==> src/logic/fpm_pkg.sv <==
// Purpose: Shared constants for the front-panel button and mode block
// Assumes: 10 MHz core clock, millisecond tick as the slow time base
// Notes:   Times kept in their own unit; tick counts derived below
package fpm_pkg;

    // Clock and time base
    localparam int unsigned CLK_PERIOD_NS = 100;
    localparam int unsigned TICK_NS       = 1000000;
    localparam int unsigned TICK_CYCLES   = TICK_NS / CLK_PERIOD_NS;
    localparam int unsigned MS_PER_S      = 1000;

    // Operator timing, in seconds as printed
    localparam int unsigned IDLE_TIME_S      = 60;
    localparam int unsigned RST_HOLD_S       = 12;
    localparam int unsigned RST_FLASH_S      = 9;
    localparam int unsigned MASK_HOLD_S      = 5;
    localparam int unsigned MASK_FLASH_S     = 2;

    // Derived tick counts
    localparam int unsigned IDLE_MS       = IDLE_TIME_S * MS_PER_S;
    localparam int unsigned RST_HOLD_MS   = RST_HOLD_S * MS_PER_S;
    localparam int unsigned RST_FLASH_MS  = RST_FLASH_S * MS_PER_S;
    localparam int unsigned MASK_HOLD_MS  = MASK_HOLD_S * MS_PER_S;
    localparam int unsigned MASK_FLASH_MS = MASK_FLASH_S * MS_PER_S;
    localparam int unsigned DEBOUNCE_MS   = 20;
    localparam int unsigned STEP_MS       = 250;
    localparam int unsigned MS_W          = 17;

    // Sizes
    localparam int unsigned NPORT_DEF = 8;
    localparam int unsigned NSUP_DEF  = 2;
    localparam int unsigned APB_AW    = 8;

    // Register map, byte addresses
    localparam logic [7:0] CTRL_OFS   = 8'h00;
    localparam logic [7:0] STATUS_OFS = 8'h04;
    localparam logic [7:0] MASK_OFS   = 8'h08;
    localparam logic [7:0] COND_OFS   = 8'h0c;
    localparam logic [7:0] HOLD_OFS   = 8'h10;

    // Field positions and reset values
    localparam int unsigned CTRL_RST_EN_BIT = 0;
    localparam logic        CTRL_RST        = 1'h1;
    localparam int unsigned ST_MODE_LSB     = 0;
    localparam int unsigned ST_PRESSED_BIT  = 2;
    localparam int unsigned ST_FLASH_BIT    = 3;
    localparam int unsigned ST_FAULT_BIT    = 4;
    localparam int unsigned ST_STARTUP_BIT  = 5;

    typedef enum logic [1:0] {
        MODE_A,
        MODE_B,
        MODE_C,
        MODE_D
    } fpm_mode_t;

    typedef enum logic [1:0] {
        HOLD_NONE,
        HOLD_RESET,
        HOLD_MASK
    } fpm_hold_t;

endpackage

==> src/logic/fpm_button_ctrl.sv <==
// Purpose: Front-panel button, display mode and long-press control
// Assumes: APB slave, one access cycle; inputs synchronous to clock
// Notes:   Long times are top parameters so a bench can shorten them
`timescale 1ns/10ps
module fpm_button_ctrl #(
    parameter int unsigned NPORT         = fpm_pkg::NPORT_DEF,
    parameter int unsigned NSUP          = fpm_pkg::NSUP_DEF,
    parameter int unsigned TICK_CYCLES   = fpm_pkg::TICK_CYCLES,
    parameter int unsigned IDLE_MS       = fpm_pkg::IDLE_MS,
    parameter int unsigned RST_HOLD_MS   = fpm_pkg::RST_HOLD_MS,
    parameter int unsigned RST_FLASH_MS  = fpm_pkg::RST_FLASH_MS,
    parameter int unsigned MASK_HOLD_MS  = fpm_pkg::MASK_HOLD_MS,
    parameter int unsigned MASK_FLASH_MS = fpm_pkg::MASK_FLASH_MS,
    parameter int unsigned DEBOUNCE_MS   = fpm_pkg::DEBOUNCE_MS,
    parameter int unsigned STEP_MS       = fpm_pkg::STEP_MS
) (
    input  wire logic                      core_clk_i,
    input  wire logic                      arst_n_i,
    input  wire logic                      psel_i,
    input  wire logic                      penable_i,
    input  wire logic                      pwrite_i,
    input  wire logic [fpm_pkg::APB_AW-1:0] paddr_i,
    input  wire logic [31:0]               pwdata_i,
    output logic      [31:0]               prdata_o,
    output logic                           pready_o,
    output logic                           pslverr_o,
    input  wire logic                      button_i,
    input  wire logic                      startup_done_i,
    input  wire logic [NPORT-1:0]          port_link_i,
    input  wire logic [NSUP-1:0]           supply_ok_i,
    input  wire logic [NPORT-1:0]          port_led_normal_i,
    output logic                           mode_indicator_led_first_o,
    output logic                           mode_indicator_led_second_o,
    output logic      [NPORT-1:0]          port_led_o,
    output logic                           fault_o,
    output logic                           factory_reset_o
);
    import fpm_pkg::*;

    localparam int unsigned CW   = NPORT + NSUP;
    localparam int unsigned WW   = $clog2(NPORT);
    localparam int unsigned SW   = $clog2(STEP_MS);
    localparam logic [CW-1:0] MASK_RST = '0;

    function automatic fpm_mode_t next_mode(input fpm_mode_t m);
        case (m)
            MODE_A:  next_mode = MODE_B;
            MODE_B:  next_mode = MODE_C;
            MODE_C:  next_mode = MODE_D;
            MODE_D:  next_mode = MODE_A;
            default: next_mode = MODE_A;
        endcase
    endfunction

    function automatic logic [1:0] mode_leds(input fpm_mode_t m);
        case (m)
            MODE_A:  mode_leds = 2'h0;
            MODE_B:  mode_leds = 2'h1;
            MODE_C:  mode_leds = 2'h2;
            MODE_D:  mode_leds = 2'h3;
            default: mode_leds = 2'h0;
        endcase
    endfunction

    logic              tick_w;
    logic              btn_w;
    logic              btn_q_reg;
    fpm_mode_t         mode_reg;
    fpm_mode_t         mode_next;
    fpm_hold_t         kind_reg;
    fpm_hold_t         kind_next;
    logic [MS_W-1:0]   hold_reg;
    logic [MS_W-1:0]   hold_next;
    logic [MS_W-1:0]   idle_reg;
    logic [MS_W-1:0]   idle_next;
    logic              spent_reg;
    logic [SW-1:0]     step_reg;
    logic [WW-1:0]     walk_reg;
    logic              blink_reg;
    logic              ctrl_reg;
    logic [CW-1:0]     mask_reg;
    logic [CW-1:0]     mask_next;
    logic [CW-1:0]     cond_w;
    logic              press_w;
    logic              rel_w;
    logic              rst_ok_w;
    logic              armed_w;
    logic [MS_W-1:0]   done_ms_w;
    logic [MS_W-1:0]   flash_ms_w;
    logic              fire_w;
    logic              fire_rst_w;
    logic              fire_mask_w;
    logic              flash_w;
    logic              idle_out_w;
    logic              step_end_w;
    logic [1:0]        led_next;
    logic [NPORT-1:0]  port_next;
    logic              setup_w;
    logic              wr_w;
    logic              hit_w;
    logic [31:0]       rdata_w;
    logic [31:0]       status_w;

    fpm_tick_div #(
        .DIV (TICK_CYCLES)
    ) u_tick (
        .core_clk_i (core_clk_i),
        .arst_n_i   (arst_n_i),
        .tick_o     (tick_w)
    );

    fpm_debounce #(
        .CNT (DEBOUNCE_MS)
    ) u_deb (
        .core_clk_i (core_clk_i),
        .arst_n_i   (arst_n_i),
        .tick_i     (tick_w),
        .raw_i      (button_i),
        .level_o    (btn_w)
    );

    // Edges of the debounced button
    assign press_w = btn_w & ~btn_q_reg;
    assign rel_w   = ~btn_w & btn_q_reg;

    // Disable bit ignored until startup done
    assign rst_ok_w = ctrl_reg | ~startup_done_i;

    // Kind of long press is fixed when the press starts
    assign kind_next = !press_w ? kind_reg :
        (mode_reg == MODE_A && rst_ok_w) ? HOLD_RESET :
        (mode_reg == MODE_D) ? HOLD_MASK : HOLD_NONE;

    assign done_ms_w  = (kind_reg == HOLD_RESET) ? MS_W'(RST_HOLD_MS)
                                                 : MS_W'(MASK_HOLD_MS);
    assign flash_ms_w = (kind_reg == HOLD_RESET) ? MS_W'(RST_FLASH_MS)
                                                 : MS_W'(MASK_FLASH_MS);

    // Press cycle excluded: kind and hold still belong to the last press
    assign armed_w = btn_w & ~press_w & ~spent_reg
                   & (kind_reg != HOLD_NONE);
    assign fire_w      = armed_w & (hold_reg >= done_ms_w);
    assign fire_rst_w  = fire_w & (kind_reg == HOLD_RESET);
    assign fire_mask_w = fire_w & (kind_reg == HOLD_MASK);
    assign flash_w     = armed_w & (hold_reg >= flash_ms_w);

    // Hold timer: zero on press, counts only while held
    assign hold_next = press_w ? '0 :
        (btn_w && tick_w && hold_reg != '1) ? hold_reg + 1'b1 : hold_reg;

    assign idle_out_w = (idle_reg >= MS_W'(IDLE_MS)) & ~btn_w;
    assign idle_next  = btn_w ? '0 :
        (tick_w && !idle_out_w) ? idle_reg + 1'b1 : idle_reg;

    // Factory reset wins over every other mode change
    assign mode_next = fire_rst_w ? MODE_A :
        (rel_w && !spent_reg) ? next_mode(mode_reg) :
        idle_out_w ? MODE_A : mode_reg;

    assign cond_w    = {supply_ok_i, port_link_i};
    assign mask_next = fire_rst_w ? MASK_RST :
        fire_mask_w ? cond_w : mask_reg;

    assign step_end_w = tick_w & (step_reg == SW'(STEP_MS - 1));

    assign led_next = flash_w ? {blink_reg, blink_reg}
                              : mode_leds(mode_reg);

    // Normal port indication is owned by the caller
    assign port_next = flash_w ? NPORT'(1) << walk_reg
                               : port_led_normal_i;

    // APB decode; data captured in setup, answered in access
    assign setup_w = psel_i & ~penable_i;
    assign wr_w    = psel_i & penable_i & pready_o & pwrite_i;
    assign hit_w   = (paddr_i == CTRL_OFS) | (paddr_i == STATUS_OFS)
                   | (paddr_i == MASK_OFS) | (paddr_i == COND_OFS)
                   | (paddr_i == HOLD_OFS);

    assign status_w = 32'(mode_reg) << ST_MODE_LSB
                    | 32'(btn_w) << ST_PRESSED_BIT
                    | 32'(flash_w) << ST_FLASH_BIT
                    | 32'(fault_o) << ST_FAULT_BIT
                    | 32'(startup_done_i) << ST_STARTUP_BIT;

    assign rdata_w =
        (paddr_i == CTRL_OFS)   ? 32'(ctrl_reg) << CTRL_RST_EN_BIT :
        (paddr_i == STATUS_OFS) ? status_w :
        (paddr_i == MASK_OFS)   ? 32'(mask_reg) :
        (paddr_i == COND_OFS)   ? 32'(cond_w) :
        (paddr_i == HOLD_OFS)   ? 32'(hold_reg) : 32'h0000_0000;

    always_ff @(posedge core_clk_i or negedge arst_n_i) begin
        if (!arst_n_i) begin
            pready_o  <= 1'b0;
            pslverr_o <= 1'b0;
            prdata_o  <= 32'h0000_0000;
        end else begin
            pready_o  <= setup_w;
            pslverr_o <= setup_w & ~hit_w;
            prdata_o  <= (setup_w && !pwrite_i) ? rdata_w : prdata_o;
        end
    end

    // Factory default wins over a write in the same cycle
    always_ff @(posedge core_clk_i or negedge arst_n_i) begin
        if (!arst_n_i) begin
            ctrl_reg <= CTRL_RST;
        end else if (fire_rst_w) begin
            ctrl_reg <= CTRL_RST;
        end else if (wr_w && paddr_i == CTRL_OFS) begin
            ctrl_reg <= pwdata_i[CTRL_RST_EN_BIT];
        end
    end

    always_ff @(posedge core_clk_i or negedge arst_n_i) begin
        if (!arst_n_i) begin
            btn_q_reg <= 1'b0;
            mode_reg  <= MODE_A;
            kind_reg  <= HOLD_NONE;
            hold_reg  <= '0;
            idle_reg  <= '0;
            spent_reg <= 1'b0;
            mask_reg  <= MASK_RST;
        end else begin
            btn_q_reg <= btn_w;
            mode_reg  <= mode_next;
            kind_reg  <= kind_next;
            hold_reg  <= hold_next;
            idle_reg  <= idle_next;
            spent_reg <= press_w ? 1'b0 : (spent_reg | fire_w);
            mask_reg  <= mask_next;
        end
    end

    // Flash and walk restart on every warning so each run looks alike
    always_ff @(posedge core_clk_i or negedge arst_n_i) begin
        if (!arst_n_i) begin
            step_reg  <= '0;
            walk_reg  <= '0;
            blink_reg <= 1'b1;
        end else if (!flash_w) begin
            step_reg  <= '0;
            walk_reg  <= '0;
            blink_reg <= 1'b1;
        end else if (step_end_w) begin
            step_reg  <= '0;
            blink_reg <= ~blink_reg;
            walk_reg  <= (walk_reg == WW'(NPORT - 1)) ? '0
                                                      : walk_reg + 1'b1;
        end else if (tick_w) begin
            step_reg  <= step_reg + 1'b1;
        end
    end

    always_ff @(posedge core_clk_i or negedge arst_n_i) begin
        if (!arst_n_i) begin
            mode_indicator_led_first_o  <= 1'b0;
            mode_indicator_led_second_o <= 1'b0;
            port_led_o                  <= '0;
            fault_o                     <= 1'b0;
            factory_reset_o             <= 1'b0;
        end else begin
            mode_indicator_led_first_o  <= led_next[0];
            mode_indicator_led_second_o <= led_next[1];
            port_led_o                  <= port_next;
            fault_o                     <= (cond_w != mask_reg);
            factory_reset_o             <= fire_rst_w;
        end
    end

    property p_mode_a_dark;
        @(posedge core_clk_i) disable iff (!arst_n_i)
        (mode_reg == MODE_A && !flash_w) |=>
            !mode_indicator_led_first_o && !mode_indicator_led_second_o;
    endproperty
    a_mode_a_dark: assert property (p_mode_a_dark)
        else $error("mode A LEDs not dark");

    property p_mode_d_green;
        @(posedge core_clk_i) disable iff (!arst_n_i)
        (mode_reg == MODE_D && !flash_w) |=>
            mode_indicator_led_first_o && mode_indicator_led_second_o;
    endproperty
    a_mode_d_green: assert property (p_mode_d_green)
        else $error("mode D LEDs not both lit");

    property p_mode_bc;
        @(posedge core_clk_i) disable iff (!arst_n_i)
        (mode_reg inside {MODE_B, MODE_C} && !flash_w) |=>
            (mode_indicator_led_first_o != mode_indicator_led_second_o)
            && (mode_indicator_led_first_o == ($past(mode_reg) == MODE_B));
    endproperty
    a_mode_bc: assert property (p_mode_bc)
        else $error("mode B or C LED pattern wrong");

    property p_advance;
        @(posedge core_clk_i) disable iff (!arst_n_i)
        (rel_w && !spent_reg) |=> mode_reg == next_mode($past(mode_reg));
    endproperty
    a_advance: assert property (p_advance)
        else $error("short press did not advance mode");

    property p_reset_pulse;
        @(posedge core_clk_i) disable iff (!arst_n_i)
        fire_rst_w |=> factory_reset_o && mode_reg == MODE_A
            && ctrl_reg == CTRL_RST ##1 !factory_reset_o;
    endproperty
    a_reset_pulse: assert property (p_reset_pulse)
        else $error("factory reset not a one-cycle pulse");

    property p_reset_needs_hold;
        @(posedge core_clk_i) disable iff (!arst_n_i)
        $rose(factory_reset_o) |->
            $past(btn_w) && $past(hold_reg) >= MS_W'(RST_HOLD_MS);
    endproperty
    a_reset_needs_hold: assert property (p_reset_needs_hold)
        else $error("factory reset without full hold");

    property p_mask_change;
        @(posedge core_clk_i) disable iff (!arst_n_i)
        (mask_reg != $past(mask_reg)) |->
            $past(fire_mask_w) || $past(fire_rst_w);
    endproperty
    a_mask_change: assert property (p_mask_change)
        else $error("fault mask changed without completed hold");

    property p_fault;
        @(posedge core_clk_i) disable iff (!arst_n_i)
        ##1 1'b1 |-> fault_o == ($past(cond_w) != $past(mask_reg));
    endproperty
    a_fault: assert property (p_fault)
        else $error("fault output disagrees with mask");

    property p_startup_reset;
        @(posedge core_clk_i) disable iff (!arst_n_i)
        (press_w && mode_reg == MODE_A && !startup_done_i) |=>
            kind_reg == HOLD_RESET;
    endproperty
    a_startup_reset: assert property (p_startup_reset)
        else $error("reset hold not honoured during startup");

    property p_hold_restart;
        @(posedge core_clk_i) disable iff (!arst_n_i)
        press_w |=> hold_reg == '0;
    endproperty
    a_hold_restart: assert property (p_hold_restart)
        else $error("hold timer not restarted on press");

    property p_idle_back;
        @(posedge core_clk_i) disable iff (!arst_n_i)
        (idle_out_w && !rel_w) |=> mode_reg == MODE_A;
    endproperty
    a_idle_back: assert property (p_idle_back)
        else $error("idle timeout did not return to mode A");

endmodule

==> src/logic/fpm_tick_div.sv <==
// Purpose: One-cycle enable pulse every DIV core clocks
// Assumes: Single clock domain
// Notes:   Output pulse comes from a flip-flop
`timescale 1ns/10ps
module fpm_tick_div #(
    parameter int unsigned DIV = fpm_pkg::TICK_CYCLES
) (
    input  wire logic core_clk_i,
    input  wire logic arst_n_i,
    output logic      tick_o
);
    import fpm_pkg::*;

    localparam int unsigned CW = $clog2(DIV);

    logic [CW-1:0] cnt_reg;
    logic          last_w;

    assign last_w = (cnt_reg == CW'(DIV - 1));

    always_ff @(posedge core_clk_i or negedge arst_n_i) begin
        if (!arst_n_i) begin
            cnt_reg <= '0;
            tick_o  <= 1'b0;
        end else begin
            cnt_reg <= last_w ? '0 : cnt_reg + 1'b1;
            tick_o  <= last_w;
        end
    end

endmodule

==> src/logic/fpm_debounce.sv <==
// Purpose: Button debouncer on the millisecond tick
// Assumes: Raw input already synchronous to core_clk_i
// Notes:   Level must stay changed for CNT ticks before it is taken
`timescale 1ns/10ps
module fpm_debounce #(
    parameter int unsigned CNT = fpm_pkg::DEBOUNCE_MS
) (
    input  wire logic core_clk_i,
    input  wire logic arst_n_i,
    input  wire logic tick_i,
    input  wire logic raw_i,
    output logic      level_o
);
    import fpm_pkg::*;

    localparam int unsigned CW = $clog2(CNT + 1);

    logic [CW-1:0] cnt_reg;
    logic          diff_w;

    assign diff_w = (raw_i != level_o);

    always_ff @(posedge core_clk_i or negedge arst_n_i) begin
        if (!arst_n_i) begin
            cnt_reg <= '0;
            level_o <= 1'b0;
        end else if (!diff_w) begin
            cnt_reg <= '0;
        end else if (tick_i) begin
            if (cnt_reg == CW'(CNT - 1)) begin
                cnt_reg <= '0;
                level_o <= raw_i;
            end else begin
                cnt_reg <= cnt_reg + 1'b1;
            end
        end
    end

endmodule

==> config.mk <==
export PLATFORM = sky130hd
export DESIGN_NAME = fpm_button_ctrl
export DESIGN_NICKNAME = d
export VERILOG_FILES = /design/src/logic/fpm_pkg.sv /design/src/logic/fpm_button_ctrl.sv /design/src/logic/fpm_tick_div.sv /design/src/logic/fpm_debounce.sv
export SDC_FILE = /design/constraint.sdc
export NUM_CORES = 1
export LEC_CHECK = 0
export BUFFER_PORTS_ARGS = -buffer_cell sky130_fd_sc_hd__buf_2
export CAP_MARGIN = 25
export CORE_MARGIN = 2
export CORE_UTILIZATION = 57
export CTS_CLUSTER_SIZE = 8
export DETAILED_ROUTE_END_ITERATION = 16
export PLACE_DENSITY = 0.81
export SLEW_MARGIN = 10
export SYNTH_ARGS = -nofsm -noshare
export SYNTH_HDL_FRONTEND = slang
export SYNTH_SLANG_ARGS = --single-unit
==> constraint.sdc <==
create_clock -name core_clk_i -period 3.3 [get_ports core_clk_i]
set_input_delay 0.33 -clock core_clk_i [delete_from_list [all_inputs] [get_ports core_clk_i]]
set_output_delay 0.33 -clock core_clk_i [all_outputs]
set_load 0.03 [all_outputs]
# [Word-level counts from Yosys, hierarchy flattened]
# Cells that the tools add are included.
[totals] elab_cells=142 ff_bits=130 input_bits=65 out_inout_bits=46
[classes] shifts=1 mux=37 eq_ne=19 bitwise=34 n_reduce_logical=19 n_lt_le_gt_ge=3 addsub=6
[ops] operator="$mux W17" n=9
[ops] operator="$mux W14" n=3
[ops] operator="$add A17 B1 Y17 const B" n=2
[ops] operator="$ge A17 B14 Y1" n=2
[ops] operator="$mux W8" n=4
[ops] operator="$mux W10" n=2
[ops] operator="$ge A17 B16 Y1 const B" n=1
[ops] operator="$ne A17 B17 Y1 const B" n=1
[ops] operator="$and A1 B1 Y1" n=16
[ops] operator="$eq A8 B4 Y1 const B" n=2
[ops] operator="$pmux W2 S4" n=2
[ops] operator="$mux W5" n=3
[ops] operator="$add A14 B1 Y14 const B" n=1
[ops] operator="$eq A14 B14 Y1 const B" n=1
[ops] operator="$mux W2" n=6
[ops] operator="$ne A10 B10 Y1" n=1
[ops] operator="$reduce_bool A2 Y1" n=5
[ops] operator="$mux W3" n=3
[ops] operator="$add A8 B1 Y8 const B" n=1
[ops] operator="$eq A8 B3 Y1 const B" n=1
[ops] operator="$eq A8 B5 Y1 const B" n=1
[ops] operator="$eq A8 B8 Y1 const B" n=1
[ops] operator="$logic_not A8 Y1" n=1
[ops] operator="$not A1 Y1" n=8
[ops] operator="other kinds (22)" n=42

# [Longest topological paths before layout]
# Gate-level depths: netlist of the first run.
[depth] depth_word=12 mapped_depth=11 ltp_nobuf=9

# [Modules after synthesis]
# A second synthesis of the first run with hierarchy kept.
[hier_totals] cells_unflattened=652 hier_area_um2=6381.1
[modules_own_cells] module="fpm_button_ctrl" instances=1 area_per_inst_um2=5373.9 seq_area_each_um2=2354.8 cells_per_inst=559
[modules_own_cells] module="fpm_tick_div" instances=1 area_per_inst_um2=693.2 seq_area_each_um2=375.4 cells_per_inst=63
[modules_own_cells] module="fpm_debounce" instances=1 area_per_inst_um2=314.1 seq_area_each_um2=150.1 cells_per_inst=30

# [Worst setup path before layout of the first run]
# Ideal clock, no wire load.
[synth_timing] path_type="register to register" start="register kind_reg[1]" end="register port_led_o[2]" setup_time_ns=0.125 stages_incl_launch_ff=11 arrival_time_ns=2.514 synth_period_minus_slack_ns=2.639 slack_ns=0.661 required_ns=3.175 path_buffers=2 cell_sequence="dfrtp_1 -> nand2b_1 -> clkbuf_1 -> inv_1 -> ha_1 -> nor4bb_1 -> nor3_1 -> o211ai_1 -> a31oi_2 -> buf_4 -> mux2_2"
[synth_between] elab_chain_cells=5 elab_cells_between_ends=7 cone_classes="1 x order compare; 1 x eq/ne; 2 x mux; 2 x bitwise; 1 x reduce/logical"
[synth_lines] element="start: declaration" line="fpm_button_ctrl.sv:70" source="fpm_hold_t kind_reg;"
[synth_lines] element="start signal: assignment" line="fpm_button_ctrl.sv:228" source="kind_reg <= kind_next;"
[synth_lines] element="$eq A2 B1 Y1" line="fpm_button_ctrl.sv:136" source="assign flash_ms_w = (kind_reg == HOLD_RESET) ? MS_W'(RST_FLASH_MS)"
[synth_lines] element="$mux W14" line="fpm_button_ctrl.sv:136"
[synth_lines] element="$ge A17 B14 Y1" line="fpm_button_ctrl.sv:145" source="assign flash_w = armed_w & (hold_reg >= flash_ms_w);"
[synth_lines] element="$and A1 B1 Y1 (*)" line="fpm_button_ctrl.sv:145"
[synth_lines] element="$mux W8 (*)" line="fpm_button_ctrl.sv:170" source="assign port_next = flash_w ? NPORT'(1) << walk_reg"
[synth_lines] element="via port_next[2]" line="fpm_button_ctrl.sv:97" source="logic [NPORT-1:0] port_next;"
[synth_lines] element="end signal: assignment" line="fpm_button_ctrl.sv:266" source="port_led_o <= port_next;"
[synth_lines] element="end: declaration" line="fpm_button_ctrl.sv:34" source="output logic [NPORT-1:0] port_led_o,"
# The timed path passes the listed nets; every way through them passes the cells marked *.
# A chain may end at the register's enable or synchronous reset.

# [Worst setup path in the final report of the first run]
# Same ends and word-level chain as after synthesis.

==> results of run 1 <==
## worst max-delay path, cell delays in order (launching register included)
cell                       delay, ns
sky130_fd_sc_hd__dfrtp_1        0.40
sky130_fd_sc_hd__nand2b_1       0.46
sky130_fd_sc_hd__inv_1          0.27
sky130_fd_sc_hd__ha_1           0.34
sky130_fd_sc_hd__nor4bb_1       0.14
sky130_fd_sc_hd__nor3_1         0.19
sky130_fd_sc_hd__o211ai_1       0.13
sky130_fd_sc_hd__a31oi_2        0.19
sky130_fd_sc_hd__buf_4          0.30
sky130_fd_sc_hd__mux2_2         0.37
## final cells by class
| class | instances | area, um2 |
|---|---|---|
| sequential | 115 | 2880 |
| timing repair buffer | 71 | 390 |
| inverter | 27 | 101 |
| fill | 806 | 3470 |
| clock inverter | 13 | 184 |
| clock buffer | 19 | 432 |
| multi-input combinational | 460 | 3160 |
| tap | 140 | 175 |
## cell usage after synthesis (3+ instances only)
library cell | instances | share of area (%)
sky130_fd_sc_hd__nand3_1 | 27 | 2.1
sky130_fd_sc_hd__and4_1 | 3 | 0.42
sky130_fd_sc_hd__nand2b_1 | 9 | 0.89
sky130_fd_sc_hd__or3_1 | 9 | 0.89
sky130_fd_sc_hd__nand4_1 | 14 | 1.4
sky130_fd_sc_hd__a21oi_1 | 17 | 1.3
sky130_fd_sc_hd__o21ai_0 | 31 | 2.5
sky130_fd_sc_hd__and3b_1 | 4 | 0.56
sky130_fd_sc_hd__xor2_1 | 21 | 2.9
sky130_fd_sc_hd__nor2_1 | 53 | 3.2
sky130_fd_sc_hd__nor3_1 | 23 | 1.8
sky130_fd_sc_hd__inv_1 | 27 | 1.6
sky130_fd_sc_hd__nor4_1 | 8 | 0.79
sky130_fd_sc_hd__clkbuf_1 | 13 | 0.77
sky130_fd_sc_hd__a22oi_1 | 8 | 0.95
sky130_fd_sc_hd__xnor2_1 | 28 | 3.9
sky130_fd_sc_hd__mux2i_1 | 10 | 1.6
sky130_fd_sc_hd__buf_4 | 16 | 1.9
sky130_fd_sc_hd__nand4b_1 | 3 | 0.42
sky130_fd_sc_hd__a211oi_1 | 6 | 0.71
sky130_fd_sc_hd__and3_1 | 4 | 0.40
sky130_fd_sc_hd__a22o_1 | 11 | 1.5
sky130_fd_sc_hd__buf_2 | 3 | 0.24
sky130_fd_sc_hd__dfrtp_1 | 113 | 45
sky130_fd_sc_hd__nand3b_1 | 3 | 0.36
sky130_fd_sc_hd__nor2b_1 | 10 | 0.99
sky130_fd_sc_hd__mux2_2 | 13 | 2.3
sky130_fd_sc_hd__nand2_1 | 51 | 3.0
sky130_fd_sc_hd__a222oi_1 | 3 | 0.48
sky130_fd_sc_hd__ha_1 | 32 | 6.4
## how the worst min path moves through the flow
stage | endpoint | slack (ns) | cells past startpoint
floorplan | btn_q_reg$_DFF_PN0_ | 0.03 | 0
global placement | mask_reg[5]$_DFFE_PN0P_ | 0.42 | 1
detailed placement | mask_reg[5]$_DFFE_PN0P_ | 0.43 | 1
CTS | port_led_o[3]$_DFF_PN0_ | 0.0007 | 2
global route | port_led_o[3]$_DFF_PN0_ | 0.009 | 2
finish | port_led_o[3]$_DFF_PN0_ | 0.02 | 2
## logic make-up (layout without fill, tap and decap cells)
logic type	after synthesis	in the layout
flip-flops	115	115
buffers and inverters	63	130
other	1	15
AND/OR/NAND/NOR	233	233
AO/OA/AOI/OAI	106	106
XOR/XNOR	49	49
adder cells (fa/ha/maj)	32	32
multiplexers	25	25
## cell usage in the layout (no fill, tap or decap), drive strengths merged, types with 9 or more instances in the layout
cell type,Yosys,final
nand4,14,14
mux2i,10,10
buf,22,70
a22o,11,11
conb,1,15
nand2,51,51
ha,32,32
or3,11,11
xnor2,28,28
clkbuf,14,19
a21oi,17,17
nand3,27,27
nor3,24,24
mux2,14,14
nor2b,10,10
nor2,54,54
inv,27,27
o21ai,33,33
dfrtp,113,113
nand2b,9,9
xor2,21,21
## power by group
part	switching [mW]	internal (mW)	total, mW	leakage (nW)
sequential	0.00287	1.42	1.42	1.55
clock	0.657	1.24	1.90	0.294
combinational	0.107	0.0414	0.149	1.64
## repair_timing
| action | in CTS | in global routing |
|---|---|---|
| buffers inserted | 0 | 0 |
| endpoints found under the hold margin | 52 | 0 |
| hold buffers | 1 | 0 |
## metal layers
layer,wire [um],vias up,GRT usage [%],share of wire (%)
met5,0,-,0,0
met3,645,41,6.75,4.6
met4,478,0,12.6,3.4
met1,5880,2408,31.3,42
li1,-,2326,-,-
met2,7150,151,43.1,51
==> metrics list, run 1 <==
* Worst-case setup slack after placement: 0.416 ns
- Post-DP HPWL: 9510 um
- For this run, design rule violations remaining after detail routing come to 0.
- The number of cells on the worst reg-to-reg path is 9.
* Overall power of the completed layout: 3.47 mW
- At the end of the flow, the number of nets in the layout was 789.
* Worst clock skew: 0.00476 ns
- 0 antenna diodes ended up in the layout.
- For flop-to-flop paths, the worst setup slack is 0.38 ns.
- Final standard cell count with taps included and fillers excluded: 845
- For this design the top-level I/O count stands at 111.
- Achievable frequency: 342 MHz
- Core footprint: 10800 um2
* Number of synthesized flops with an enable pin: 0
- Worst flop-to-flop path endpoint: port_led_o[2]$_DFF_PN0_
* Clock buffers created by TritonCTS: 17
- Root Driver: sky130_fd_sc_hd__clkbuf_8
- The number of pins with negative max-slew slack in the final report is 0.
- VDD sags by at most 0.000428 V.
- Measured on the finished design, the core utilization comes to 67.8%.
- Main combinational cell family by area after synthesis: simple AND/OR/NAND/NOR gates
* Initial detailed-routing violation count: 316
- Once the clock tree was built, the resizer swapped 0 gates to a different size.
* Last weighted congestion value of the routability-driven placer: 0.913
* # rows: 38
- DR WL/cell: 16.8 um
* Power density relative to cell area: 474 nW/um2
- Global routing finished with a remaining overflow of 0.
- Number of different library cells in the post-synthesis netlist: 69
- Transition at the pin with the smallest max-transition slack: 0.893 ns
- Clk sink count: 115
- Sequential cell area fraction in the yosys report: 45.7%
- Startpoint type of the worst setup path: register
- Final count of hold timing violations: 0
* Ratio of cells with drive above 1 in the final layout: 19.1%
- Synthesized-area fraction occupied by adder cells: 6.35%
- In this run, placement finished with an instance count of 812.
* Syn_area_per_cell: 10.1 um2
* Area share of and/or/nand/nor cells after synthesis: 19.1%
- Worst Setup End Kind: register
- At the worst endpoint, the required time is 3.71 ns.
* Clock-pin slew reported for the worst setup and hold paths after clock tree synthesis: 0.06 ns
- The routed layout has 4926 vias.
* Run status: finished, final reports clean
- Entering global routing, the biggest net connects 62 pins.
* Share of the synthesized netlist area taken by xor and xnor gates: 6.81%
- The first global-routing pass estimated 23600 um of wire.
- Final critical path time including I/O delays and setup: 2.92 ns
- Total Routed Length: 14200 um
* Cells after synthesis: 624
- Vias in the first global route: 4944
- In this run the worst setup path terminates at port_led_o[2]$_DFF_PN0_.
- Worst min-delay path startpoint: port_led_normal_i[3]
- For this design the static power due to leakage is 3.49 nW.
* Startpoint of the worst-slack reg-to-reg timing path: kind_reg[1]$_DFFE_PN0P_
- Clock Path Buffers: 2
- By startpoint and endpoint, the worst setup path is classified as register to register.
- Chip Width: 109 um
- The synthesized design contains 115 register bits.
* Worst setup startpoint: kind_reg[1]$_DFFE_PN0P_
- TritonCTS clock tree: built
- In this run the vertical extent of the chip is 109 um.
* Area of the die: 11900 um2
* Fraction of synthesized area in multiplexers: 4.45%
- Setup slack of the critical path after layout: 0.378 ns
- Worst slew margin relative to its limit: 40.0%
- In the global route stage, overall resource usage came out at 25.9%.
* Initial cell density of the core: 58.4%
- Once layout is done, the placed cells without fillers occupy 7320 um2.
* Post-Place Cell Area: 6700 um2
- Number of I/O port buffers: 64
- After routing, the total negative slack on setup checks comes to 0 ns.
* Synth async-reset ratio: 100%
- Setup violations remaining at the end of the flow were counted as 0.
- Across the run, the number of max-cap violations was 0.
* Hold slack final: 0.0187 ns
- Area growth from synthesis to layout: 16.1%
- Min-delay worst type: input pin to register
* Clk Latency, worst-skew pair: 0.53 ns
- # H-tree levels: 4
* Arrival time at the worst endpoint: 3.33 ns
* DRT Pass-1 Iters: 6
- The number of antenna violations at the first check in global routing is 0.
- Period Utilization, post-route: 88.6%
- In this run the worst path has a maximum fanout of 20.
- Among all flip-flop cells after synthesis, the most frequent one is sky130_fd_sc_hd__dfrtp_1.
- Yosys warning total: 0
* Remaining antenna violation count: 0
- Setup repair after global routing missed its margin: false
- Fraction of the mapped netlist area in compound gates: 12.5%
* Vias per cell: 5.83
- Summing every instance area after synthesis gives 6300 um2.
No activity file was read; power rests on OpenSTA's default activity.
==> inputs of run 2 (changes only) <==
Settings changed: CORE_UTILIZATION 57 to 30, PLACE_DENSITY 0.81 to default.
==> metrics list, run 2 (synthesized netlist as in run 1, its figures left out) <==
* Number of I/O port buffers: 64 (unchanged)
* Critical Path RT: 3.59 ns (was 3.71 ns)
* Antenna fix cells: 0 (unchanged)
- The final setup violation count came to 0 (unchanged).
* Clock Path Buffers: 2 (unchanged)
- # Post-CTS Setup Buffers: 0 (unchanged)
- The internal power contribution was 2.70 mW (about the same).
- The overall fraction of global-route tracks in use is 12.9% (was 25.9%).
* Final net count: 792 (was 789)
- First-pass GRT wire length: 22600 um (was 23600 um)
- Final critical path time including I/O delays and setup: 2.78 ns (was 2.92 ns)
* Achievable frequency: 360 MHz (was 342 MHz)
- The launch point of the critical path is kind_reg[1]$_DFFE_PN0P_ (unchanged).
- The worst hold path endpoint is port_led_o[1]$_DFF_PN0_ (was port_led_o[3]$_DFF_PN0_).
- The power density over the cells is 458 nW/um2 (was 474 nW/um2).
- The data arrival time of the critical path came to 3.07 ns (was 3.33 ns).
- The part of the cycle the worst path needs came to 84.3% (was 88.6%).
- Peak per-stage delay on the critical path: 0.40 ns (was 0.46 ns)
- The standby leakage power came to 3.51 nW (was 3.49 nW).
- Setup repair after global routing missed its margin: false (unchanged).
* Combinational Power Share: 4.3% (about the same)
- Number of maximum-capacitance violations: 0 (unchanged)
- The top fanout value on the critical path was 20 (unchanged).
- Relative contribution of sequential cells to total power: 41.4% (was 41.0%)
* Clock-pin slew reported for the worst setup and hold paths after clock tree synthesis: 0.05 ns (was 0.06 ns)
- Worst Setup End Kind: register (unchanged)
- Kind of cell adding the most delay to the critical path: simple AND/OR/NAND/NOR gates (unchanged)
- Number of placed instances, taps included: 950 (was 812)
- Worst Hold Path Cells: 2 (unchanged)
- Root Driver: sky130_fd_sc_hd__clkbuf_16 (was sky130_fd_sc_hd__clkbuf_8)
- The switching power is 0.736 mW (was 0.768 mW).
- The total clock buffers created by CTS was 17 (unchanged).
- Worst flop-to-flop path endpoint: port_led_o[7]$_DFF_PN0_ (was port_led_o[2]$_DFF_PN0_)
- TritonCTS clock tree: built (unchanged)
- The kind of launch point of the worst setup path was a register (unchanged).
- The clock power share came to 54.3% (was 54.7%).
- Total negative slack: 0 ns (unchanged)
- The classification of the worst setup path was register to register (unchanged).
* Run status: finished, final reports clean (unchanged)
* Worst clock skew: 0.00705 ns (was 0.00476 ns)
- The switching fraction of total power was 21.4% (was 22.1%).
- CP max-delay cell: sky130_fd_sc_hd__dfrtp_1 (was sky130_fd_sc_hd__nand2b_1)
- The count of hold buffers inserted by post-cts repair was 1 (unchanged).
- The detailed placer's ending HPWL was 9570 um (was 9510 um).
- Worst min-delay path startpoint: port_led_normal_i[1] (was port_led_normal_i[3])
* Core footprint: 20800 um2 (was 10800 um2)
- The die outline height was 149 um (was 109 um).
* Initial detailed-routing violation count: 214 (was 316)
* Antenna violations before repair: 0 (unchanged)
- The overall via count from detail_route was 4689 (was 4926).
* Number of buffers and inverters on the critical path: 2 (unchanged)
- The via count of the first global-routing pass came to 4532 (was 4944).
- Min-delay worst type: input pin to register (unchanged)
- Slack of the worst reg-to-reg path: 0.52 ns (was 0.38 ns)
- The average detailed-routed wire length per instance was 13.9 um (was 16.8 um).
* Commonest cells after routing, fill and taps aside: sky130_fd_sc_hd__dfrtp_1, sky130_fd_sc_hd__buf_2, sky130_fd_sc_hd__nor2_1 (unchanged)
* Chip Width: 149 um (was 109 um)
* Number of slew-limit violations in the final report: 0 (unchanged)
* Final count of hold timing violations: 0 (unchanged)
- Clk sink count: 115 (unchanged)
- Max VDD drop: 0.000316 V (was 0.000428 V)
- The actual transition at the worst max-transition pin is 0.805 ns (was 0.893 ns).
- The floorplan die area is 22200 um2 (was 11900 um2).
- The starting density of the core was 30.3% (was 58.4%).
- Length in cells of the worst reg-to-reg path: 9 (unchanged)
* Number of I/O pins: 111 (unchanged)
- # H-tree levels: 4 (unchanged)
* # rows: 53 (was 38)
* Leading cell type in the layout, fill and taps excluded: sky130_fd_sc_hd__dfrtp_1 (unchanged)
* Total Routed Length: 13700 um (was 14200 um)
- The clock insertion delay at the later pin of the skew report was 0.41 ns (was 0.53 ns).
- Total congestion overflow: 0 (unchanged)
- The final weighted congestion in routability-driven placement is 0.802 (was 0.913).
- Cell-by-cell trace of the critical path: nand2b_1 > inv_1 > ha_1 > nor4bb_1 > nor3_1 > o211ai_1 > a31oi_2 > buf_4 > mux2_2 (unchanged)
- The fraction of final layout cells sized beyond drive strength 1 came to 19.4% (was 19.1%).
* Worst slew margin relative to its limit: 46.4% (was 40.0%)
* Area growth from synthesis to layout: 19.0% (was 16.1%)
- The detailed-route vias per instance is 4.77 (was 5.83).
- The DRC violations left is 0 (unchanged).
- The pin count of the biggest net entering global routing came to 85 (was 62).
* Startpoint of the worst-slack reg-to-reg timing path: kind_reg[1]$_DFFE_PN0P_ (unchanged)
- The final standard cell count with taps included and fillers excluded is 983 (was 845).
- The final core utilization is 36.0% (was 67.8%).
- Remaining antenna violation count: 0 (unchanged)
- DRT Pass-1 Iters: 5 (was 6)
- Count of instances resized after the clock tree is built: 0 (unchanged)
[run 2: worst max-delay path by stage]
stage,endpoint,slack (ns),cells after the start
floorplan,port_led_o[2]$_DFF_PN0_,0.66,10
global placement,port_led_o[2]$_DFF_PN0_,0.52,9
detailed placement,port_led_o[7]$_DFF_PN0_,0.51,9
CTS,port_led_o[7]$_DFF_PN0_,0.49,9
global route,port_led_o[7]$_DFF_PN0_,0.33,9
finish,port_led_o[7]$_DFF_PN0_,0.52,9
[run 2: area by class of cell]
| class | count | area (um2) |
|---|---|---|
| Fill cell | 2104 | 13300 |
| Multi-Input combinational cell | 460 | 3160 |
| Sequential cell | 115 | 2880 |
| Clock buffer | 22 | 474 |
| Timing Repair Buffer | 74 | 413 |
| Tap cell | 275 | 344 |
| Clock inverter | 10 | 130 |
| Inverter | 27 | 101 |
[run 2: routing by layer]
| layer | track usage, % | up-vias | wire length [um] |
|---|---|---|---|
| met1 | 17.3 | 2248 | 6650 |
| met2 | 19.9 | 96 | 6160 |
| li1 | - | 2331 | - |
| met3 | 3.49 | 14 | 674 |
| met5 | 0 | - | 0 |
| met4 | 4.81 | 0 | 206 |
[run 2: through the flow]
| stage | cell area (um2) | setup WS, ns | total power, mW | hold WS, ns |
|---|---|---|---|---|
| 5_1_grt | 7500 | 0.330 | 3.57 | 0.140 |
| 6_report | 7500 | 0.519 | 3.44 | 0.146 |
| 2_1_floorplan | 6360 | 0.661 | 1.53 | 0.0344 |
| 4_1_cts | 7500 | 0.493 | 3.48 | 0.132 |
| 3_3_place_gp | 6890 | 0.522 | 1.60 | 0.298 |
| 3_5_place_dp | 6890 | 0.507 | 1.60 | 0.301 |
[run 2: power groups by stage]
stage	sequential [mW]	combinational, mW	clock, mW
after detailed placement	1.45	0.149	0
after CTS	1.42	0.150	1.91
after global placement	1.45	0.149	0
after global routing	1.42	0.162	1.98
after floorplan	1.47	0.0674	0
final	1.42	0.147	1.87
==> inputs of run 3 (changes only) <==
Clock period 3.3 ns to 2.7 ns, I/O delays scaled along.
==> metrics list, run 3 (synthesized netlist as in run 1, its figures left out) <==
* Period Utilization, post-route: 93.1% (was 84.3%)
- The terminus of the critical flop-to-flop path is port_led_o[2]$_DFF_PN0_ (was port_led_o[7]$_DFF_PN0_).
- The routing usage on met3 was 3.91% (was 3.49%).
- Length in cells of the worst reg-to-reg path: 9 (unchanged)
- The total clock buffers created by CTS was 17 (unchanged).
- Worst slew margin relative to its limit: 60.7% (was 46.4%)
- # Post-CTS Setup Buffers: 0 (unchanged)
- Worst setup startpoint: kind_reg[1]$_DFFE_PN0P_ (unchanged)
- The number of pins with negative max-slew slack in the final report came to 0 (unchanged).
* Clock-pin slew reported for the worst setup and hold paths after clock tree synthesis: 0.05 ns (about the same)
- The final weighted congestion in routability-driven placement is 0.818 (was 0.802).
- The fraction of final layout cells sized beyond drive strength 1 is 21.2% (was 19.4%).
- The number of design-rule violations left by the first detailed-router iteration was 284 (was 214).
* Worst min-delay path startpoint: port_led_normal_i[3] (was port_led_normal_i[1])
- The actual transition at the worst max-transition pin is 0.589 ns (was 0.805 ns).
- GRT Overall Usage: 13.3% (was 12.9%)
- Worst Hold Path Cells: 2 (unchanged)
- The layer carrying the most global-route usage is met2 (unchanged).
- The total I/O pin count was 111 (unchanged).
* Endpoints failing setup: 0 (unchanged)
* Root Driver: sky130_fd_sc_hd__clkbuf_16 (unchanged)
* Slack of the worst reg-to-reg path: 0.19 ns (was 0.52 ns)
- Core footprint: 20800 um2 (unchanged)
* Critical Path RT: 3.00 ns (was 3.59 ns)
* Arrival time at the worst endpoint: 2.82 ns (was 3.07 ns)
- Static Leak: 3.59 nW (was 3.51 nW)
- Chip Width: 149 um (unchanged)
* Critical Path Fanout Max: 22 (was 20)
- Commonest cells after routing, fill and taps aside: sky130_fd_sc_hd__dfrtp_1, sky130_fd_sc_hd__buf_2, sky130_fd_sc_hd__nor2_1 (unchanged).
- The number of antenna violations at the first check in global routing came to 0 (unchanged).
* Area of the die: 22200 um2 (unchanged)
- The peak supply drop was 0.000425 V (was 0.000316 V).
- The classification of the worst setup path is register to register (unchanged).
- First-pass GRT wire length: 23100 um (was 22600 um)
* Worst Setup End Kind: register (unchanged)
* Final critical path time including I/O delays and setup: 2.51 ns (was 2.78 ns)
- The DRC violations left is 0 (unchanged).
- The worst hold path endpoint is port_led_o[3]$_DFF_PN0_ (was port_led_o[1]$_DFF_PN0_).
- The synthesis-to-finish area growth came to 20.9% (was 19.0%).
- The type of the tightest min-delay check was input pin to register (unchanged).
- Number of maximum-capacitance violations: 0 (unchanged)
* Total negative slack: 0 ns (unchanged)
- The most frequent standard cell in the layout excluding fill and tap cells was sky130_fd_sc_hd__dfrtp_1 (unchanged).
- Post-Place Cell Area: 7010 um2 (was 6890 um2)
- Final instance area: 7620 um2 (was 7500 um2)
* Final count of hold timing violations: 0 (unchanged)
- The count of nets after finishing is 808 (was 792).
* Number of I/O port buffers: 64 (unchanged)
* Initial cell density of the core: 30.3% (unchanged)
* Clk Latency, worst-skew pair: 0.42 ns (was 0.41 ns)
- Run status: finished, final reports clean (unchanged)
* Total congestion overflow: 0 (unchanged)
- Met2 track demand over resource in global routing: 20.6% (was 19.9%)
- The average detailed-routed wire length per instance came to 13.9 um (about the same).
* Setup repair after global routing missed its margin: false (unchanged)
- Overall power of the completed layout: 4.22 mW (was 3.44 mW)
* DRT Pass-1 Iters: 5 (unchanged)
- The met1 demand-to-capacity share in global routing came to 17.9% (was 17.3%).
* Vertical die dimension: 149 um (unchanged)
- The power density over the cells came to 553 nW/um2 (was 458 nW/um2).
- The fmax is 398 MHz (was 360 MHz).
- Maximum number of pins on one net before global-route repair: 53 (was 85)
- The kind of launch point of the worst setup path is a register (unchanged).
- Remaining antenna violation count: 0 (unchanged)
- Clock Path Buffers: 2 (unchanged)
- The detailed-route vias per instance was 4.78 (was 4.77).
- The via count of the first global-routing pass is 4595 (was 4532).
- Clk sink count: 115 (unchanged)
* Antenna fix cells: 0 (unchanged)
* Startpoint of the worst-slack reg-to-reg timing path: kind_reg[1]$_DFFE_PN0P_ (unchanged)
* Post-DP HPWL: 9750 um (was 9570 um)
- Total Routed Length: 13900 um (was 13700 um)
- DR vias: 4771 (was 4689)
- The number of placement rows is 53 (unchanged).
- Worst clock skew: 0.00570 ns (was 0.00705 ns)
- The number of levels the H-tree was split into is 4 (unchanged).
- TritonCTS clock tree: built (unchanged)
==> run 3: power by group <==
| part | total [mW] | internal [mW] | switching [mW] |
|---|---|---|---|
| registers | 1.74 | 1.74 | 0.00333 |
| logic | 0.183 | 0.0531 | 0.130 |
| clock network | 2.29 | 1.51 | 0.780 |
| total | 4.22 | 3.30 | 0.913 |
==> run 3: timing repair <==
action / in CTS / in global routing
gates resized for setup: 0 / 1
hold buffers: 1 / 0
endpoints found under the hold margin: 40 / 0
setup endpoints to repair: 0 / 7
==> run 3: how the worst max path moves through the flow <==
stage | cells after the start | end | slack [ns]
floorplan | 10 | port_led_o[2]$_DFF_PN0_ | 0.06
global placement | 9 | port_led_o[7]$_DFF_PN0_ | 0.14
detailed placement | 9 | port_led_o[2]$_DFF_PN0_ | 0.10
CTS | 9 | port_led_o[2]$_DFF_PN0_ | 0.09
global route | 9 | step_reg[1]$_DFFE_PN0P_ | 0.01
finish | 9 | port_led_o[2]$_DFF_PN0_ | 0.19
==> run 3: worst max-delay path, stage by stage (launching register included) <==
cell,delay [ns]
sky130_fd_sc_hd__dfrtp_1,0.36
sky130_fd_sc_hd__nand2b_1,0.23
sky130_fd_sc_hd__inv_2,0.18
sky130_fd_sc_hd__ha_1,0.26
sky130_fd_sc_hd__nor4bb_1,0.14
sky130_fd_sc_hd__nor3_1,0.20
sky130_fd_sc_hd__o211ai_1,0.14
sky130_fd_sc_hd__a31oi_2,0.19
sky130_fd_sc_hd__buf_4,0.31
sky130_fd_sc_hd__mux2_2,0.37
==> run 3: cell type report <==
type	count	area, um2
clock buffers	22	474
multi-input cells	460	3160
clock inverters	9	129
inverters	27	101
repair buffers	90	533
fillers	2075	13200
flip-flops and latches	115	2880
well taps	275	344
==> run 3: metrics by stage <==
step                      utilization, %  std cells  setup WS [ns]  hold WS [ns]
final                               36.6        998          0.186        0.0707
after global routing                36.6        998         0.0109        0.0615
after CTS                           36.6        998         0.0936        0.0616
after detailed placement            33.6        966          0.102         0.309
after global placement              33.6        966          0.142         0.309
after floorplan                        -        638         0.0611       -0.0256
==> run 3: per-layer routing <==
metal	up-vias	share of wire [%]
met3	13	4.9
met4	0	1.2
met1	2307	49
li1	2359	-
met2	92	45
met5	-	0
